$ cat src/hdl/nx_exec_pkg.sv
// Purpose: Shared constants for the nibble exchange / direction load / literal xor executor
// Assumes: 14-bit instruction words, 8-bit data path, four phases per instruction cycle
// Notes:   Functional notes follow
// Functional notes
// - Nibble exchange puts bits 3:0 of the file register into 7:4, and 7:4 into 3:0.
// - Destination bit 0 sends the exchanged value to the accumulator, 1 back to the file.
// - Nibble exchange decodes from prefix 00 1110, then d bit and address; no flags change.
// - Direction load copies accumulator into direction register 5 to 7; no flags change.
// - Direction registers are also reached by plain file register reads and writes.
// - Literal xor (prefix 11 1010) xors accumulator with literal, writes it, updates zero only.
package nx_exec_pkg;
  localparam int          INSN_W          = 14;
  localparam int          DATA_W          = 8;
  localparam int          ADDR_W          = 7;
  localparam logic [5:0]  OP_NIBBLE_EXCH  = 6'h0E;   // 00 1110
  localparam logic [5:0]  OP_XOR_LIT      = 6'h3A;   // 11 1010
  localparam logic [10:0] OP_LOAD_DIR     = 11'h00C; // 00 0000 0110 0
  localparam int          OPC_HI          = 13;
  localparam int          OPC_LO          = 8;
  localparam int          DEST_BIT        = 7;
  localparam logic [2:0]  DIR_SEL_MIN     = 3'h5;
  localparam logic [2:0]  DIR_SEL_MAX     = 3'h7;
  localparam int          DIR_COUNT       = 3;
  localparam logic [7:0]  DIR_RESET       = 8'hFF;   // Pins come up as inputs
  localparam logic [7:0]  ACC_RESET       = 8'h00;
  // File addresses at which the direction registers also appear
  localparam logic [6:0]  DIR_FILE_BASE   = 7'h05;
  typedef enum logic [1:0] {PH_DECODE, PH_READ, PH_PROCESS, PH_WRITE} phase_e;
endpackage

$ cat src/hdl/nx_dir_regs.sv
// Purpose: Three port direction registers, writable by direction load or by file address
// Assumes: Writes come one at a time: direction load in the write phase, plain file writes at any time
// Notes:   Reads are combinational from the flops
`timescale 1ns/1ps
`default_nettype none
module nx_dir_regs
  import nx_exec_pkg::*;
#(
  parameter int N = DIR_COUNT
) (
  input  wire logic              clock,
  input  wire logic              nrst,
  input  wire logic              wr_en,
  input  wire logic [1:0]        wr_idx,
  input  wire logic [7:0]        wr_data,
  input  wire logic [1:0]        rd_idx,
  output logic      [7:0]        rd_data,
  output logic      [N*8-1:0]    all_q
);
  import nx_exec_pkg::*;

  logic [7:0] dir_q [N];

  // Bounded read so an index of 3 gives zero rather than junk
  assign rd_data = (int'(rd_idx) < N) ? dir_q[rd_idx] : 8'h00;

  // Direction store, shared by both write paths
  always_ff @(posedge clock) begin
    for (int i = 0; i < N; i++) begin
      if (!nrst) begin
        dir_q[i] <= DIR_RESET;
      end else if (wr_en && int'(wr_idx) == i) begin
        dir_q[i] <= wr_data;
      end
    end
  end

  always_comb begin
    for (int i = 0; i < N; i++) begin
      all_q[i*8 +: 8] = dir_q[i];
    end
  end
endmodule
`default_nettype wire

$ cat src/hdl/nx_exec.sv
// Purpose: Executes nibble exchange, direction load and literal xor over four phases
// Assumes: INSN_VALID held for the whole cycle; file data stable from the read phase
// Notes:   Other opcodes are ignored; the rest of the core owns them
`timescale 1ns/1ps
`default_nettype none
module nx_exec
  import nx_exec_pkg::*;
(
  input  wire logic                       CLOCK,
  input  wire logic                       NRST,
  input  wire logic                       INSN_VALID,
  input  wire logic [nx_exec_pkg::INSN_W-1:0] INSN,
  input  wire logic [7:0]                 FILE_RDATA,
  output logic      [6:0]                 FILE_ADDR,
  output logic                            FILE_WE,
  output logic      [7:0]                 FILE_WDATA,
  input  wire logic                       FILE_WR_EXT,
  input  wire logic [6:0]                 FILE_WR_ADDR,
  input  wire logic [7:0]                 FILE_WR_DATA,
  output logic      [7:0]                 DIR_RDATA,
  output logic      [7:0]                 ACC,
  output logic                            ZERO,
  output logic      [23:0]                DIR_ALL,
  output logic      [1:0]                 PHASE,
  output logic                            DONE
);
  import nx_exec_pkg::*;

  phase_e     ph_q, ph_d;
  logic [13:0] insn_q;
  logic [7:0] opnd_q, res_q, acc_q;
  logic       zero_q, done_q;
  logic       is_nx, is_xl, is_ld, sel_ok, d_bit;
  logic [2:0] sel;

  // Field decode of the latched word
  assign is_nx  = insn_q[OPC_HI:OPC_LO] == OP_NIBBLE_EXCH;
  assign is_xl  = insn_q[OPC_HI:OPC_LO] == OP_XOR_LIT;
  assign is_ld  = insn_q[OPC_HI:3] == OP_LOAD_DIR;
  assign sel    = insn_q[2:0];
  assign sel_ok = sel >= DIR_SEL_MIN && sel <= DIR_SEL_MAX;
  assign d_bit  = insn_q[DEST_BIT];

  function automatic logic [7:0] swap_nib(input logic [7:0] v);
    return {v[3:0], v[7:4]};
  endfunction

  function automatic logic [1:0] dir_index(input logic [2:0] s);
    return 2'(s - DIR_SEL_MIN);
  endfunction

  // Direction window test, shared by the read and the write address paths
  function automatic logic in_dir_window(input logic [6:0] addr);
    return addr >= DIR_FILE_BASE && 7'(addr - DIR_FILE_BASE) < 7'(DIR_COUNT);
  endfunction

  // Phase sequencer runs free: one word per four clocks
  always_comb begin
    case (ph_q)
      PH_DECODE:  ph_d = PH_READ;
      PH_READ:    ph_d = PH_PROCESS;
      PH_PROCESS: ph_d = PH_WRITE;
      default:    ph_d = PH_DECODE;
    endcase
  end

  always_ff @(posedge CLOCK) begin
    if (!NRST) begin
      ph_q <= PH_DECODE;
    end else begin
      ph_q <= ph_d;
    end
  end

  // Latch instruction at decode; a bubble becomes all-zero (no-op)
  always_ff @(posedge CLOCK) begin
    if (!NRST) begin
      insn_q <= 14'h0000;
    end else if (ph_q == PH_DECODE) begin
      insn_q <= INSN_VALID ? INSN : 14'h0000;
    end
  end

  // Operand read: file register or literal
  always_ff @(posedge CLOCK) begin
    if (!NRST) begin
      opnd_q <= 8'h00;
    end else if (ph_q == PH_READ) begin
      opnd_q <= is_xl ? insn_q[7:0] : FILE_RDATA;
    end
  end

  // Process
  always_ff @(posedge CLOCK) begin
    if (!NRST) begin
      res_q <= 8'h00;
    end else if (ph_q == PH_PROCESS) begin
      res_q <= is_nx ? swap_nib(opnd_q) : (is_xl ? acc_q ^ opnd_q : acc_q);
    end
  end

  logic wr_acc, wr_file, wr_dir_ld, wr_dir_file, dir_we, in_dir_win;
  logic [1:0] dir_widx;
  logic [6:0] ext_off;
  // Write strobes, write phase only except the ungated plain file write; each one names a single destination
  assign wr_acc    = ph_q == PH_WRITE && ((is_nx && !d_bit) || is_xl);
  assign wr_file   = ph_q == PH_WRITE && is_nx && d_bit;
  assign wr_dir_ld = ph_q == PH_WRITE && is_ld && sel_ok;
  assign ext_off   = FILE_WR_ADDR - DIR_FILE_BASE;
  assign in_dir_win = in_dir_window(FILE_WR_ADDR);
  assign wr_dir_file = FILE_WR_EXT && in_dir_win;
  assign dir_we    = wr_dir_ld || wr_dir_file;
  // The instruction path wins if both hit in one cycle; software should not overlap them
  assign dir_widx  = wr_dir_ld ? dir_index(sel) : ext_off[1:0];

  logic       rd_in_win;
  logic [6:0] rd_off;
  logic [1:0] dir_ridx;
  logic [7:0] dir_wdata;
  // Addresses outside the window park the index on the spare slot, which reads zero;
  // without this, high addresses would alias onto the direction registers
  assign rd_off    = FILE_ADDR - DIR_FILE_BASE;
  assign rd_in_win = in_dir_window(FILE_ADDR);
  assign dir_ridx  = rd_in_win ? rd_off[1:0] : 2'h3;
  assign dir_wdata = wr_dir_ld ? acc_q : FILE_WR_DATA;

  // Accumulator and zero flag; nibble exchange and direction load leave flags alone
  always_ff @(posedge CLOCK) begin
    if (!NRST) begin
      acc_q  <= ACC_RESET;
      zero_q <= 1'b0;
    end else if (wr_acc) begin
      acc_q <= res_q;
      if (is_xl) begin
        zero_q <= res_q == 8'h00;
      end
    end
  end

  always_ff @(posedge CLOCK) begin
    if (!NRST) begin
      done_q <= 1'b0;
    end else begin
      done_q <= ph_q == PH_WRITE && (is_nx || is_xl || (is_ld && sel_ok));
    end
  end

  // Direction registers; readable at the same file window
  nx_dir_regs #(.N(DIR_COUNT)) u_dir (
    .clock   (CLOCK),
    .nrst    (NRST),
    .wr_en   (dir_we),
    .wr_idx  (dir_widx),
    .wr_data (dir_wdata),
    .rd_idx  (dir_ridx),
    .rd_data (DIR_RDATA),
    .all_q   (DIR_ALL)
  );

  assign FILE_ADDR  = insn_q[6:0];
  assign FILE_WE    = wr_file;
  assign FILE_WDATA = res_q;
  assign ACC        = acc_q;
  assign ZERO       = zero_q;
  assign PHASE      = ph_q;
  assign DONE       = done_q;

  // Checks on the destinations the write phase may touch, plus the phase order
  a_swap_acc: assert property (@(posedge CLOCK) disable iff (!NRST)
    ph_q == PH_WRITE && is_nx && !d_bit |=> acc_q == swap_nib($past(opnd_q, 2)))
    else $error("nibble exchange result wrong in accumulator");
  a_swap_file: assert property (@(posedge CLOCK) disable iff (!NRST)
    FILE_WE |-> is_nx && d_bit && FILE_WDATA == {opnd_q[3:0], opnd_q[7:4]})
    else $error("file write without destination bit set");
  a_swap_flags: assert property (@(posedge CLOCK) disable iff (!NRST)
    ph_q == PH_WRITE && (is_nx || is_ld) |=> $stable(zero_q))
    else $error("zero flag moved on flagless instruction");
  a_dir_load: assert property (@(posedge CLOCK) disable iff (!NRST)
    wr_dir_ld && !wr_dir_file |=> DIR_ALL[dir_index(sel)*8 +: 8] == $past(acc_q))
    else $error("direction load did not copy accumulator");
  a_dir_file: assert property (@(posedge CLOCK) disable iff (!NRST)
    wr_dir_file && !wr_dir_ld |=> DIR_ALL[$past(ext_off[1:0])*8 +: 8] == $past(FILE_WR_DATA))
    else $error("direction file write lost");
  a_xor_value: assert property (@(posedge CLOCK) disable iff (!NRST)
    ph_q == PH_READ && is_xl |=> ##2 acc_q == ($past(acc_q, 3) ^ $past(insn_q[7:0], 3)))
    else $error("literal xor result wrong");
  a_xor_zero: assert property (@(posedge CLOCK) disable iff (!NRST)
    wr_acc && is_xl |=> zero_q == (acc_q == 8'h00))
    else $error("zero flag does not follow xor result");
  a_phase_cycle: assert property (@(posedge CLOCK) disable iff (!NRST)
    ph_q == PH_DECODE |=> ph_q == PH_READ ##1 ph_q == PH_PROCESS ##1 ph_q == PH_WRITE)
    else $error("phase order broken");

  // Direction register checks: refused operands, write priority, read window
  a_dir_refused: assert property (@(posedge CLOCK) disable iff (!NRST)
    ph_q == PH_WRITE && is_ld && !sel_ok && !wr_dir_file |=> $stable(DIR_ALL))
    else $error("refused direction load changed a register");
  a_dir_priority: assert property (@(posedge CLOCK) disable iff (!NRST)
    wr_dir_ld && wr_dir_file |=> DIR_ALL[dir_index(sel)*8 +: 8] == $past(acc_q))
    else $error("plain write beat the direction load");
  a_dir_read: assert property (@(posedge CLOCK) disable iff (!NRST)
    DIR_RDATA == (in_dir_window(FILE_ADDR) ?
      DIR_ALL[2'(FILE_ADDR - DIR_FILE_BASE)*8 +: 8] : 8'h00))
    else $error("direction read data wrong for file address");

  // Accumulator must only move for the two instructions that target it
  a_acc_hold: assert property (@(posedge CLOCK) disable iff (!NRST)
    ph_q == PH_WRITE && !is_nx && !is_xl |=> $stable(acc_q))
    else $error("accumulator moved on a non-writing instruction");

  // Timing checks: strobes stand one cycle and bubbles stay silent
  a_done_phase: assert property (@(posedge CLOCK) disable iff (!NRST)
    DONE |-> $past(ph_q) == PH_WRITE)
    else $error("done outside the cycle after the write phase");
  a_we_pulse: assert property (@(posedge CLOCK) disable iff (!NRST)
    FILE_WE |=> !FILE_WE)
    else $error("file write strobe held too long");
  a_bubble_quiet: assert property (@(posedge CLOCK) disable iff (!NRST)
    ph_q == PH_DECODE && !INSN_VALID |=> ##3 !DONE)
    else $error("bubble cycle reported done");

  // Main scenarios
  c_swap_w: cover property (@(posedge CLOCK) disable iff (!NRST) wr_acc && is_nx);
  c_swap_f: cover property (@(posedge CLOCK) disable iff (!NRST) wr_file);
  c_xor_z:  cover property (@(posedge CLOCK) disable iff (!NRST) wr_acc && is_xl && res_q == 8'h00);
  c_dirld:  cover property (@(posedge CLOCK) disable iff (!NRST) wr_dir_ld);
  c_refuse: cover property (@(posedge CLOCK) disable iff (!NRST) ph_q == PH_WRITE && is_ld && !sel_ok);
endmodule
`default_nettype wire

$ cat config.mk
export PLATFORM = sky130hd
export DESIGN_NAME = nx_exec
export DESIGN_NICKNAME = d
export VERILOG_FILES = /design/src/hdl/nx_exec_pkg.sv /design/src/hdl/nx_dir_regs.sv /design/src/hdl/nx_exec.sv
export SDC_FILE = /design/constraint.sdc
export NUM_CORES = 1
export LEC_CHECK = 0
export ABC_AREA = 1
export BUFFER_PORTS_ARGS = -buffer_cell sky130_fd_sc_hd__clkbuf_2
export CAP_MARGIN = 5
export CORE_UTILIZATION = 40
export DETAILED_ROUTE_END_ITERATION = 10
export GPL_TIMING_DRIVEN = 0
export HOLD_SLACK_MARGIN = 0.02
export PLACE_DENSITY = 0.73
export SLEW_MARGIN = 30
export SYNTH_ARGS = -nofsm -noshare
export SYNTH_HDL_FRONTEND = slang
export SYNTH_HIERARCHICAL = 1
export SYNTH_SLANG_ARGS = --single-unit
$ cat constraint.sdc
create_clock -name CLOCK -period 6.59 [get_ports CLOCK]
set_input_delay 0.3295 -clock CLOCK [delete_from_list [all_inputs] [get_ports CLOCK]]
set_output_delay 0.3295 -clock CLOCK [all_outputs]
set_load 0.1 [all_outputs]
==> impl_metrics.toml <==
[run_status]
outcome = "finished, final reports clean"

[final_layout]
drive_gt1_share_pct = 24.13
fillCellCount = 977
areaGrowthSynthToFinish_pct = 22.76
final_nets = 708
n_antenna_cell = 0
final_area_um2 = 4717

[routing]
final_antenna_net_count = 0
vias = 3939
vias_per_cell = 4.973
routed_wl_mm = 10.31
route.detailed.drc = 0
first_pass_iters = 7
dr.first_iter.drc_count = 199
wire_per_inst_um = 13.02

[clock_network]
clock_path_buffers = 2
cts_buffers = 9
htree_levels = 3
cts_tree = "yes"
root_buffer = "clkbuf_8"
clk_latency_ns = 0.34
cts.clk_slew.worst_paths_ns = 0.07
holdBufCountCts = 0
post_cts_resized = 0
post_cts_buffers = 0
cts_sinks = 66

[worst_hold_path]
worstHoldPathType = "in2reg"

[placed_design]
hpwl_mm = 8.139
gp_congestion = 0.9240
numPortBuffers = 100
place_area_um2 = 4504

[floorplanning]
die-area_um2 = 10000
die-height_um = 100.0
rows = 35
core_area_um2 = 9284
start_util_pct = 41.39
ios = 101
die_w_um = 100.0

[pwr]
leakagePower_nw = 2.373
ir_drop_v = 0.0002911
power_frac_clock_pct = 27.0
p_sw_share_pct = 40.99
powerDensity_nw_per_um2 = 280.7
internal-power_mw = 0.7813
switchingPower_mw = 0.5427
combPwrFrac_pct = 35.1
seqPwrFrac_pct = 37.8

[yosys]
synth_edf_count = 24
ys_types = 27
syn_area_um2 = 3842
ys_warn_count = 6
synth-seq-cells = 66
ys_seq_area_share_pct = 40.64
syn_nets = 597
synthFlopType = "dfxtp_1"
avgSynthCellArea_um2 = 7.025
synth_cells = 547
yosys-top-cells-area = "dfxtp_1 22%, edfxtp_1 19%, nand2_1 16%"
yosysTopAreaCellShare_pct = 21.88
synth_largest_area_cell = "dfxtp_1"
synthArstFlopShare_pct = 0

[worst_setup_path]
r2r_start = "insn_q[1]"
arrival_ns = 2.84
timing.rr.end = "u_dir/dir_q[1][0]"
crit_end = "DIR_RDATA[3]"
worstPathRequired_ns = 6.26
crit_path_max_fanout = 10
ff2ff_path_depth = 10
slowest_stage = "clkbuf_2"
crit_chain = "inv_2 > ha_1 > nor2_1 > nor4_1 > nand3_1 > buf_4 > nor2_4 > nand2_1 > nand2_1 > clkbuf_2"
worstSetupStartpoint = "insn_q[0]"
cpPeakStageDelay_ns = 0.45
cp-start-kind = "flip-flop"
ff2ff_setup_slack_ns = 4.00
cp-end-kind = "output pin"
critPathKind = "reg2out"
critPathMostFrequentCell = "nand2_1"

[job]
maxCapViolations = 0

[sta]
fin_crit_ns = 3.165
drv_slew = 0
hold_viol_final = 0
rsz0062_at_grt = "no"
fmax_mhz = 315.9
worst_pin_slew_ns = 0.6833
relSlewSlack_pct = 54.14
period_share_pct = 48.03
setup_tns_ns = 0
setup_viol = 0
skew_ns = 0.009700

[grt]
grt_pass1_vias = 3634
grt_pass1_wl_mm = 16.59
grt.overflow.total = 0
grt_usage_pct = 21.26
grt_max_degree = 13
antenna_found_initial = 0
## synth_stat cells (2+ instances only)
| cell | count |
|---|---|
| nand3_2 | 3 |
| inv_2 | 5 |
| buf_2 | 11 |
| dfxtp_1 | 42 |
| nor2_4 | 4 |
| nor3_1 | 3 |
| buf_4 | 10 |
| nand2_1 | 163 |
| or2_2 | 3 |
| nand3_1 | 59 |
| buf_6 | 3 |
| edfxtp_1 | 24 |
| a21oi_1 | 51 |
| nand2_4 | 2 |
| nor4_1 | 2 |
| clkbuf_1 | 8 |
| nor2_1 | 20 |
| inv_1 | 81 |
| nand4_1 | 28 |
| ha_1 | 9 |
| o21ai_0 | 10 |
## through the flow
stage	hold slack [ns]	total power [mW]	instances	utilization [%]	worst slack, ns
floorplan	0.4453	0.8696	547	-	3.203
global placement	0.4547	0.9586	776	48.52	3.768
detailed placement	0.4590	0.9696	776	48.52	3.668
CTS	0.2208	1.327	792	50.81	3.419
global route	0.2264	1.402	792	50.81	3.140
finish	0.2381	1.324	792	50.81	3.425
## power by group through the flow
stage               clock [mW]  sequential (mW)  combinational (mW)
floorplan                    0            0.576               0.293
global placement             0            0.508               0.450
detailed placement           0            0.510               0.459
CTS                      0.365            0.501               0.461
global route             0.385            0.507               0.510
finish                   0.358            0.501               0.465
## metal layers
layer	vias up	wire length (µm)	track usage, %	part of all wire (%)
met5	-	0	0	0
met4	0	217	8.138	2.1
met3	18	651	3.552	6.3
met2	156	4995	36.60	48
met1	1788	4444	26.72	43
li1	1977	-	-	-
## flip-flops by register name, indices dropped and copies added (netlist names)
signal and flops:
u_dir/dir_q 24, insn_q 14, ACC 8, FILE_WDATA 8, opnd_q 8, PHASE 2, DONE 1, ZERO 1
## logic make-up after synthesis
kind of cell | Yosys count | share of synthesized area [%]
buf+inv | 120 | 13.68
flops | 66 | 40.64
fa+ha+maj | 9 | 2.931
simple gates | 290 | 34.61
compound gates | 62 | 8.141
## layout make-up
type | count | area (µm²) | area share [%]
multi-input combinational | 361 | 1755 | 37.21
tap | 129 | 161.4 | 3.422
clock buffer | 11 | 152.6 | 3.236
clock inverter | 5 | 60.06 | 1.273
sequential | 66 | 1562 | 33.10
timing repair buffer | 100 | 500.5 | 10.61
buffer | 33 | 197.7 | 4.191
inverter | 87 | 327.8 | 6.950
## cells in the final DEF (no fill, tap or decap), types with 2 or more instances in the layout
cell type / synthesis / layout
nor2_4: 4 / 4
buf_6: 3 / 3
buf_4: 10 / 10
nand3_1: 59 / 59
nand2_1: 163 / 163
edfxtp_1: 24 / 24
a21oi_1: 51 / 51
nand4_1: 28 / 28
clkbuf_1: 8 / 9
inv_1: 81 / 81
nor3_1: 3 / 3
dfxtp_1: 42 / 42
clkbuf_8: 0 / 9
clkbuf_2: 0 / 100
buf_2: 11 / 11
clkinv_2: 1 / 2
nand2_4: 2 / 2
inv_2: 5 / 5
nor4_1: 2 / 2
nand3_2: 3 / 3
nor2_1: 20 / 20
ha_1: 9 / 9
or2_2: 3 / 3
o21ai_0: 10 / 9
## critical path: cells and delay by family (launching register included)
family	cells	cell delay, ns
adders and majority gates	1	0.34
buffers and inverters	3	0.77
DFF	1	0.44
and+or+nand+nor	6	0.94
## how the worst min path moves through the flow
stage / startpoint / to / depth (start not counted) / slack, ns
after global routing: INSN[6] / insn_q[6] / 3 / 0.23
after CTS: INSN[7] / insn_q[7] / 3 / 0.22
after detailed placement: insn_q[7] / insn_q[7] / 2 / 0.46
after global placement: ZERO / ZERO / 2 / 0.45
after floorplan: insn_q[7] / insn_q[7] / 2 / 0.45
final: INSN[7] / insn_q[7] / 3 / 0.24
No activity file was read; power rests on OpenSTA's default activity.
